### src/hw/vcwd_cfg.svh
// Register indices, field positions and reset values of the capture window block
`ifndef VCWD_CFG_SVH
`define VCWD_CFG_SVH

`define VCWD_IDX_FORMAT 8'h51
`define VCWD_IDX_HCOEF 8'h52
`define VCWD_IDX_VCOEF 8'h53
`define VCWD_IDX_HSTART 8'h54
`define VCWD_IDX_HWIDTH 8'h55
`define VCWD_IDX_VSTART 8'h56
`define VCWD_IDX_EXT 8'h58
`define VCWD_IDX_STATUS 8'h5A

`define VCWD_REG_RESET 8'h00

`define VCWD_FMT_SEL_LSB 0
`define VCWD_FMT_SEL_MSB 2
`define VCWD_FMT_OPEN_BIT 3
`define VCWD_FMT_DSEN_BIT 4

`define VCWD_EXT_HSTART_LSB 0
`define VCWD_EXT_HSTART_MSB 1
`define VCWD_EXT_HWIDTH_LSB 2
`define VCWD_EXT_HWIDTH_MSB 3
`define VCWD_EXT_VSTART_BIT 4

`define VCWD_FMT_YUV422 3'h0
`define VCWD_FMT_RGB555 3'h1
`define VCWD_FMT_PRECOMP 3'h2
`define VCWD_FMT_YUV_COMP 3'h3

`define VCWD_LINE_CNT_MAX 9'h1FF

`endif

### src/hw/vcwd_pkg.sv
// Types shared by the capture window block
package vcwd_pkg;

    typedef struct packed {
        logic line_ref;
        logic vsync;
        logic [15:0] data;
    } vcwd_pins_type;

    typedef struct packed {
        logic [9:0] hstart;
        logic [9:0] hwidth;
        logic [8:0] vstart;
        logic [7:0] hcoef;
        logic [7:0] vcoef;
    } vcwd_window_type;

    typedef enum logic [2:0] {
        VCWD_H_IDLE = 3'b001,
        VCWD_H_SKIP = 3'b010,
        VCWD_H_CAPT = 3'b100
    } vcwd_hstate_type;

endpackage

### src/hw/vcwd_decim.sv
// Fractional decimator: drops one step each time the accumulator overflows
`timescale 1ns/100ps
module vcwd_decim
(
    // Clock and reset
    input wire logic clk,
    input wire logic rstn,
    // Control
    input wire logic restart,
    input wire logic step,
    input wire logic [7:0] coef,
    // Decision for the current step
    output logic keep
);

    logic [7:0] acc_q;
    logic [7:0] acc_d;
    logic [8:0] sum;
    logic [7:0] base;

    // Coefficient/256 of the steps overflow and are dropped; zero never drops
    // A step in the restart cycle starts from zero, so the first item is judged fresh
    assign base = restart ? 8'h00 : acc_q;
    assign sum = {1'b0, base} + {1'b0, coef};
    assign keep = ~sum[8];
    assign acc_d = step ? sum[7:0] : base;

    always_ff @(posedge clk or negedge rstn)
    begin
        if (!rstn)
        begin
            acc_q <= 8'h00;
        end
        else
        begin
            acc_q <= acc_d;
        end
    end

endmodule

### src/hw/vcwd_top.sv
// Capture window selection and pixel/scanline decimation of the video input port
//
// Summary of operation
// - Drop pixels at rate horizontal coefficient/256
// - Zero horizontal coefficient means no pixel drops
// - Drop scanlines at rate vertical coefficient/256
// - Zero vertical coefficient passes every scanline
// - Horizontal start is ten bits, extension 1:0
// - Horizontal start counts input pixels before decimation
// - Horizontal width is ten bits, extension 3:2
// - Width counts kept pixels after the start
// - Zero width captures while line reference high
// - Vertical start is nine bits, extension 4
// - After vsync fall count line pulses first
// - Start n skips exactly n full pulses
// - Vertical skip counts lines before decimation
// - Downscale only when enabled and format eligible
// - Operation enable changes at vsync falling edge
`timescale 1ns/100ps
module vcwd_top
(
    // Clock and reset
    input wire logic MCLK,
    input wire logic RSTN,
    // Indexed register port
    input wire logic [7:0] REG_INDEX,
    input wire logic [7:0] REG_WDATA,
    input wire logic REG_WR,
    input wire logic REG_RD,
    output logic [7:0] REG_RDATA,
    // Video decoder pins
    input wire logic PIX_CLK,
    input wire logic LINE_REF_IN,
    input wire logic VERTICAL_SYNC_IN,
    input wire logic [15:0] PIX_DATA,
    input wire logic CONFIG_SELECT_PIN,
    // Captured pixel stream
    output logic CAP_VALID,
    output logic [15:0] CAP_DATA,
    output logic CAP_LINE_START,
    output logic CAP_ACTIVE
);

`include "vcwd_cfg.svh"

    // ********************************************************
    // Register file
    // ********************************************************
    logic [7:0] format_control_q;
    logic [7:0] hcoef_q;
    logic [7:0] vcoef_q;
    logic [7:0] hstart_low_q;
    logic [7:0] hwidth_low_q;
    logic [7:0] vstart_low_q;
    logic [7:0] window_ext_q;
    logic [7:0] rdata_q;
    logic [7:0] rdata_d;
    logic [7:0] status_word;

    wire wr_format = REG_WR && (REG_INDEX == `VCWD_IDX_FORMAT);
    wire wr_hcoef = REG_WR && (REG_INDEX == `VCWD_IDX_HCOEF);
    wire wr_vcoef = REG_WR && (REG_INDEX == `VCWD_IDX_VCOEF);
    wire wr_hstart = REG_WR && (REG_INDEX == `VCWD_IDX_HSTART);
    wire wr_hwidth = REG_WR && (REG_INDEX == `VCWD_IDX_HWIDTH);
    wire wr_vstart = REG_WR && (REG_INDEX == `VCWD_IDX_VSTART);
    wire wr_ext = REG_WR && (REG_INDEX == `VCWD_IDX_EXT);

    always_ff @(posedge MCLK or negedge RSTN)
    begin
        if (!RSTN)
        begin
            format_control_q <= `VCWD_REG_RESET;
            hcoef_q <= `VCWD_REG_RESET;
            vcoef_q <= `VCWD_REG_RESET;
            hstart_low_q <= `VCWD_REG_RESET;
            hwidth_low_q <= `VCWD_REG_RESET;
            vstart_low_q <= `VCWD_REG_RESET;
            window_ext_q <= `VCWD_REG_RESET;
        end
        else
        begin
            if (wr_format) format_control_q <= REG_WDATA;
            if (wr_hcoef) hcoef_q <= REG_WDATA;
            if (wr_vcoef) vcoef_q <= REG_WDATA;
            if (wr_hstart) hstart_low_q <= REG_WDATA;
            if (wr_hwidth) hwidth_low_q <= REG_WDATA;
            if (wr_vstart) vstart_low_q <= REG_WDATA;
            if (wr_ext) window_ext_q <= REG_WDATA;
        end
    end

    always_comb
    begin
        case (REG_INDEX)
            `VCWD_IDX_FORMAT: rdata_d = format_control_q;
            `VCWD_IDX_HCOEF: rdata_d = hcoef_q;
            `VCWD_IDX_VCOEF: rdata_d = vcoef_q;
            `VCWD_IDX_HSTART: rdata_d = hstart_low_q;
            `VCWD_IDX_HWIDTH: rdata_d = hwidth_low_q;
            `VCWD_IDX_VSTART: rdata_d = vstart_low_q;
            `VCWD_IDX_EXT: rdata_d = window_ext_q;
            `VCWD_IDX_STATUS: rdata_d = status_word;
            default: rdata_d = 8'h00;
        endcase
    end

    always_ff @(posedge MCLK or negedge RSTN)
    begin
        if (!RSTN)
        begin
            rdata_q <= 8'h00;
        end
        else if (REG_RD)
        begin
            rdata_q <= rdata_d;
        end
    end

    assign REG_RDATA = rdata_q;

    // ********************************************************
    // Window fields
    // ********************************************************
    vcwd_pkg::vcwd_window_type win;

    assign win.hstart = {window_ext_q[`VCWD_EXT_HSTART_MSB:`VCWD_EXT_HSTART_LSB], hstart_low_q};
    assign win.hwidth = {window_ext_q[`VCWD_EXT_HWIDTH_MSB:`VCWD_EXT_HWIDTH_LSB], hwidth_low_q};
    assign win.vstart = {window_ext_q[`VCWD_EXT_VSTART_BIT], vstart_low_q};

    wire [2:0] fmt_sel = format_control_q[`VCWD_FMT_SEL_MSB:`VCWD_FMT_SEL_LSB];
    wire fmt_scalable = (fmt_sel == `VCWD_FMT_YUV422) || (fmt_sel == `VCWD_FMT_RGB555)
        || (fmt_sel == `VCWD_FMT_YUV_COMP);
    wire scale_on = format_control_q[`VCWD_FMT_DSEN_BIT] && fmt_scalable;

    // Coefficients forced to zero disable the decimators
    assign win.hcoef = scale_on ? hcoef_q : 8'h00;
    assign win.vcoef = scale_on ? vcoef_q : 8'h00;

    // ********************************************************
    // Pin synchronisers
    // ********************************************************
    vcwd_pkg::vcwd_pins_type pins_meta_q;
    vcwd_pkg::vcwd_pins_type pins_q;
    vcwd_pkg::vcwd_pins_type pins_prev_q;
    logic [2:0] pclk_sync_q;
    logic [1:0] cfg_sync_q;

    // Data is sampled one MCLK after the pixel clock edge has passed both stages
    wire pclk_rise = pclk_sync_q[1] && !pclk_sync_q[2];
    wire port_selected = !cfg_sync_q[1];
    wire line_rise = pclk_rise && pins_q.line_ref && !pins_prev_q.line_ref;
    wire line_fall = pclk_rise && !pins_q.line_ref && pins_prev_q.line_ref;
    wire vsync_fall = pclk_rise && !pins_q.vsync && pins_prev_q.vsync;
    wire pix_tick = pclk_rise && pins_q.line_ref;

    always_ff @(posedge MCLK or negedge RSTN)
    begin
        if (!RSTN)
        begin
            pins_meta_q <= '0;
            pins_q <= '0;
            pins_prev_q <= '0;
            pclk_sync_q <= 3'h0;
            cfg_sync_q <= 2'h3;
        end
        else
        begin
            pins_meta_q <= {LINE_REF_IN, VERTICAL_SYNC_IN, PIX_DATA};
            pins_q <= pins_meta_q;
            pclk_sync_q <= {pclk_sync_q[1:0], PIX_CLK};
            cfg_sync_q <= {cfg_sync_q[0], CONFIG_SELECT_PIN};
            if (pclk_rise)
            begin
                pins_prev_q <= pins_q;
            end
        end
    end

    // ********************************************************
    // Operation enable and vertical window
    // ********************************************************
    logic op_active_q;
    logic [8:0] line_cnt_q;
    logic [8:0] line_cnt_d;
    logic line_in_win_q;
    logic line_kept_q;

    // Enable is only sampled at field start so a register write never cuts a field in half
    always_ff @(posedge MCLK or negedge RSTN)
    begin
        if (!RSTN)
        begin
            op_active_q <= 1'b0;
        end
        else if (vsync_fall)
        begin
            op_active_q <= format_control_q[`VCWD_FMT_OPEN_BIT];
        end
    end

    // Counts complete line pulses, dropped or not, since the field began
    assign line_cnt_d = vsync_fall ? 9'h000
        : ((line_fall && line_cnt_q != `VCWD_LINE_CNT_MAX) ? line_cnt_q + 9'h001 : line_cnt_q);

    wire line_in_win_now = line_cnt_q >= win.vstart;
    wire vdec_keep;

    vcwd_decim u_vdec
    (
        .clk(MCLK),
        .rstn(RSTN),
        .restart(vsync_fall),
        .step(line_rise && line_in_win_now),
        .coef(win.vcoef),
        .keep(vdec_keep)
    );

    always_ff @(posedge MCLK or negedge RSTN)
    begin
        if (!RSTN)
        begin
            line_cnt_q <= 9'h000;
            line_in_win_q <= 1'b0;
            line_kept_q <= 1'b0;
        end
        else
        begin
            line_cnt_q <= line_cnt_d;
            if (vsync_fall)
            begin
                line_in_win_q <= 1'b0;
                line_kept_q <= 1'b0;
            end
            else if (line_rise)
            begin
                line_in_win_q <= line_in_win_now;
                line_kept_q <= line_in_win_now && vdec_keep;
            end
        end
    end

    // ********************************************************
    // Horizontal window
    // ********************************************************
    vcwd_pkg::vcwd_hstate_type hstate_q;
    vcwd_pkg::vcwd_hstate_type hstate_d;
    logic [9:0] in_cnt_q;
    logic [9:0] out_cnt_q;
    logic cap_valid_q;
    logic [15:0] cap_data_q;
    logic cap_first_q;
    logic first_pending_q;

    wire port_on = op_active_q && port_selected;
    wire hdec_keep;
    wire line_go = line_rise && port_on && line_in_win_now && vdec_keep;
    // The pixel that raises the line reference is index zero, so start zero keeps it
    wire [9:0] pix_idx = line_rise ? 10'h000 : in_cnt_q;
    wire [9:0] out_idx = line_rise ? 10'h000 : out_cnt_q;
    wire at_start = pix_idx >= win.hstart;
    wire width_done = (win.hwidth != 10'h000) && (out_idx == win.hwidth);
    wire in_line = line_rise ? line_go : (hstate_q != vcwd_pkg::VCWD_H_IDLE);
    wire take_pix = in_line && port_on && pix_tick && at_start && !width_done;
    wire emit_pix = take_pix && hdec_keep;

    vcwd_decim u_hdec
    (
        .clk(MCLK),
        .rstn(RSTN),
        .restart(line_rise),
        .step(take_pix),
        .coef(win.hcoef),
        .keep(hdec_keep)
    );

    always_comb
    begin
        hstate_d = hstate_q;
        case (hstate_q)
            vcwd_pkg::VCWD_H_IDLE:
            begin
                if (line_go && at_start)
                begin
                    hstate_d = vcwd_pkg::VCWD_H_CAPT;
                end
                else if (line_go)
                begin
                    hstate_d = vcwd_pkg::VCWD_H_SKIP;
                end
            end
            vcwd_pkg::VCWD_H_SKIP:
            begin
                if (!port_on || line_fall)
                begin
                    hstate_d = vcwd_pkg::VCWD_H_IDLE;
                end
                else if (at_start)
                begin
                    hstate_d = vcwd_pkg::VCWD_H_CAPT;
                end
            end
            vcwd_pkg::VCWD_H_CAPT:
            begin
                // Zero width runs until the line reference drops
                if (!port_on || line_fall || width_done)
                begin
                    hstate_d = vcwd_pkg::VCWD_H_IDLE;
                end
            end
            default:
            begin
                hstate_d = vcwd_pkg::VCWD_H_IDLE;
            end
        endcase
    end

    always_ff @(posedge MCLK or negedge RSTN)
    begin
        if (!RSTN)
        begin
            hstate_q <= vcwd_pkg::VCWD_H_IDLE;
            in_cnt_q <= 10'h000;
            out_cnt_q <= 10'h000;
        end
        else
        begin
            hstate_q <= hstate_d;
            if (line_rise)
            begin
                in_cnt_q <= 10'h001;
                out_cnt_q <= {9'h000, emit_pix};
            end
            else
            begin
                if (pix_tick && !at_start)
                begin
                    in_cnt_q <= in_cnt_q + 10'h001;
                end
                if (emit_pix)
                begin
                    out_cnt_q <= out_cnt_q + 10'h001;
                end
            end
        end
    end

    // ********************************************************
    // Output stage
    // ********************************************************
    always_ff @(posedge MCLK or negedge RSTN)
    begin
        if (!RSTN)
        begin
            cap_valid_q <= 1'b0;
            cap_data_q <= 16'h0000;
            cap_first_q <= 1'b0;
            first_pending_q <= 1'b0;
        end
        else
        begin
            cap_valid_q <= emit_pix;
            cap_first_q <= emit_pix && (first_pending_q || line_rise);
            if (emit_pix)
            begin
                cap_data_q <= pins_q.data;
            end
            if (line_rise)
            begin
                first_pending_q <= !emit_pix;
            end
            else if (emit_pix)
            begin
                first_pending_q <= 1'b0;
            end
        end
    end

    assign CAP_VALID = cap_valid_q;
    assign CAP_DATA = cap_data_q;
    assign CAP_LINE_START = cap_first_q;
    assign CAP_ACTIVE = port_on;

    assign status_word = {4'h0, line_kept_q, line_in_win_q, hstate_q == vcwd_pkg::VCWD_H_CAPT, port_on};

endmodule

### config.mk
export PLATFORM = sky130hd
export DESIGN_NAME = vcwd_top
export DESIGN_NICKNAME = d
export VERILOG_FILES = /design/src/hw/vcwd_pkg.sv /design/src/hw/vcwd_decim.sv /design/src/hw/vcwd_top.sv
export VERILOG_INCLUDE_DIRS = /design/src /design/src/hw
export SDC_FILE = /design/constraint.sdc
export NUM_CORES = 1
export LEC_CHECK = 0
export ABC_AREA = 0
export ABC_CLOCK_PERIOD_IN_PS = 9800
export BUFFER_PORTS_ARGS = -buffer_cell sky130_fd_sc_hd__buf_4
export CORE_UTILIZATION = 30
export DETAILED_ROUTE_END_ITERATION = 12
export GPL_TIMING_DRIVEN = 0
export PLACE_DENSITY_LB_ADDON = 0.3
export SKIP_CTS_REPAIR_TIMING = 1
export SLEW_MARGIN = 20
export SYNTH_ARGS = -nofsm -noshare
export SYNTH_HDL_FRONTEND = slang
export SYNTH_HIERARCHICAL = 1
export SYNTH_SLANG_ARGS = --single-unit
### constraint.sdc
create_clock -name MCLK -period 9.8 [get_ports MCLK]
set_clock_uncertainty 0.05 [all_clocks]
set_input_delay 1.47 -clock MCLK [delete_from_list [all_inputs] [get_ports MCLK]]
set_output_delay 1.47 -clock MCLK [all_outputs]
set_load 0.02 [all_outputs]
==> impl_metrics.csv <==
group,metric,value,unit
run_status,status,"complete, no violations",
sta,min_period,6.021,ns
worst_setup_path,slowest_delay,0.75,ns
worst_setup_path,crit_type,"reg2reg",
sta,worst_pin_slew,0.9432,ns
drt,drcViolationCount,0,
worst_setup_path,cp_max_fo,17,
placed_design,dpl_cell_area,9958,um2
pwr,ir_worst_vdd,0.0001092,V
global_route,first_global_vias,6214,
layout,fin_area,10580,um2
sta,grt_setup_unrepaired,"false",
worst_setup_path,startpoint_type,"flip-flop",
drt,wl_per_cell,16.26,um
synth,synth_cells,806,
global_route,gr-total-overflow,0,
layout,drive_above_1_share,23.70,%
clock_network,clockBufferDepth,2,
layout,n_antenna_cell,0,
global_route,grt_max_degree,93,
worst_setup_path,endpoint_kind,"flip-flop",
drt,drt-pass1-iter-count,6,
placed_design,numPortBuffers,65,
floorplan,start_util,30.87,%
synth,yosys_register_bits,177,
sta,fmax,0.1661,GHz
synth,synthTopCellsByArea,"dfrtp_1 49%, mux2_2 8.9%, ha_1 5.4%, nand2_1 2.7%, and2_1 2.2%",
drt,via_per_inst,4.929,
clock_network,cts_tree,"built",
pwr,finalPower,1.685,mW
drt,routed_wl,20.93,mm
sta,setup_viol,0,
sta,fin_setup_tns,0,ns
floorplan,core,29010,um2
drt,via_count,6344,
floorplan,num_rows,62,
synth,yosysTopAreaCellShare,48.62,%
synth,synthDistinctLibCells,71,
layout,area_growth,18.09,%
clock_network,numCtsBuffers,17,
layout,final_util,36.45,%
clock_network,cts.sinks,177,
min_path,hold_path.class,"reg2reg",
synth,async_flop_share,100.0,%
placed_design,dp_hpwl,14.91,mm
worst_setup_path,crit_chain,"nand2b_1 -> nor3b_1 -> clkbuf_1 -> nor2b_1 -> ha_1 -> inv_1 -> fa_1 -> nor2b_1 -> o31ai_2 -> a21boi_1 -> o41ai_2 -> nand2_1 -> nor3_1 -> nor3_2 -> clkbuf_1 -> nor3b_1 -> buf_2 -> inv_2 -> or4b_1 -> nand3_1",
synth,synth.avg_cell_area,11.11,um2
synth,synth_top_area_cell,"dfrtp_1",
worst_setup_path,slowest_stage,"nor3b_1",
global_route,grt_usage,14.41,%
sta,finalHoldViolCount,0,
floorplan,io_pins,67,
drt,drt_iter0_drc,404,
clock_network,root_buffer,"clkbuf_16",
synth,synthFlopType,"dfrtp_1",
job,drv_cap,0,
synth,yosysMostFrequentCell,"dfrtp_1",
synth,yosysWarnings,6,
global_route,antenna_found_initial,0,
synth,netlist_top_cells_count,"174 x dfrtp_1, 71 x mux2_2, 64 x nand2_1",
placed_design,place_congestion,0.9534,
sta,max-slew-margin-rel,37.12,%
synth,seq_area_frac_synth,49.50,%
pwr,p_per_area,159.3,nW/um2
sta,post-route-period-util,61.44,%
synth,synth_nets,887,
sta,slew_viol_final,0,
synth,synth_edf_count,0,
layout,nets,972,
global_route,grt_pass1_wl,34.17,mm
floorplan,dieArea,30540,um2
floorplan,die_x,174.8,um
worst_setup_path,crit_required,10.12,ns
clock_network,path_clk_slew,0.07,ns
synth,syn-cell-area,8955,um2
pwr,leakagePower,4.907,nW
drt,ant_nets,0,
floorplan,die_h,174.8,um
worst_setup_path,cp_data_arrival_time,6.34,ns
clock_network,htreeDepth,4,
clock_network,clk_latency,0.43,ns
per-stage QoR:
stage	instances	worst slack [ns]	hold slack, ns
2_1_floorplan	806	5.457	0.2812
3_3_place_gp	1255	3.758	0.2813
3_5_place_dp	1256	3.803	0.2847
4_1_cts	1287	3.762	0.3000
5_1_grt	1287	3.280	0.3025
6_report	1287	3.779	0.2961
state kept, by name, indices dropped and copies added (netlist names), 8 cells and up:
signal,count
window_ext_q,8
pins_q,18
line_cnt_q,9
hstart_low_q,8
in_cnt_q,10
hcoef_q,8
CAP_DATA,16
out_cnt_q,10
u_hdec/acc_q,8
hwidth_low_q,8
u_vdec/acc_q,8
format_control_q,8
vstart_low_q,8
REG_RDATA,8
vcoef_q,8
pins_meta_q,18
cell usage in the layout, fill, tap and decap left out, types with 9 or more instances in the layout:
cell type / Yosys / final
mux2i_1: 18 / 18
nand4_1: 11 / 11
o21a_1: 9 / 9
nor2_1: 47 / 47
inv_1: 42 / 42
nor2b_1: 28 / 28
a22oi_1: 14 / 14
nor3_1: 16 / 16
nand2_1: 64 / 64
nand2b_1: 13 / 13
dfrtp_1: 174 / 174
clkbuf_1: 14 / 14
clkbuf_16: 0 / 17
ha_1: 39 / 39
o21ai_0: 32 / 32
xor2_1: 13 / 13
nand3_1: 23 / 23
a21oi_1: 16 / 16
buf_4: 0 / 64
mux2_2: 71 / 71
and2_1: 32 / 32
critical path, delay by kind of cell, from the launching register on:
family / cells / cell delay [ns]
buf+inv: 5 / 1.47
flops: 1 / 0.38
compound gates: 3 / 1.00
fa+ha+maj: 2 / 0.48
simple gates: 10 / 2.56
path summary, 6_finish.rpt:
check	start	endpoint	slack, ns	cells after the start
min reg2reg	pins_meta_q[5]	pins_q[5]	0.30	0
min in group asynchronous	RSTN	pins_meta_q[1]	1.00	1
min	pins_meta_q[5]	pins_q[5]	0.30	0
max in group asynchronous	RSTN	REG_RDATA[6]	7.80	2
max reg2reg	pclk_sync_q[2]	u_hdec/acc_q[7]	3.78	20
max	pclk_sync_q[2]	u_hdec/acc_q[7]	3.78	20
kinds of logic after synthesis:
kind of cell             Yosys count  synth area share [%]
AO/OA/AOI/OAI                    127                 10.40
XOR/XNOR                          21                 2.054
adder cells (fa/ha/maj)           41                 5.896
buffers and inverters             67                 3.130
flip-flops                       177                 49.50
multiplexers                      96                 12.11
AND/OR/NAND/NOR                  277                 16.91
report_power, final:
part	leakage [nW]	total, mW	switching (mW)	internal (mW)
sequential	2.34	0.799	0.0307	0.768
combinational	2.27	0.173	0.104	0.0692
clock	0.295	0.713	0.298	0.415
total	4.91	1.68	0.432	1.25
per-layer routing:
metal  global-route usage [%]  wire length, um  up-vias
li1                         -                -     3035
met1                    20.47            10320     3147
met2                    21.59             9309      145
met3                    3.307             1023       17
met4                    4.529              271        0
met5                        0                0        -
area by class of cell:
type | instances | area (um2)
repair buffers | 66 | 523.0
inverters | 45 | 168.9
clock inverters | 12 | 158.9
plain buffers | 22 | 111.4
multi-input cells | 562 | 4247
fillers | 2924 | 18440
flip-flops and latches | 177 | 4433
well taps | 384 | 480.5
clock buffers | 19 | 452.9
Note: power is estimated with default switching activity, not from simulation.
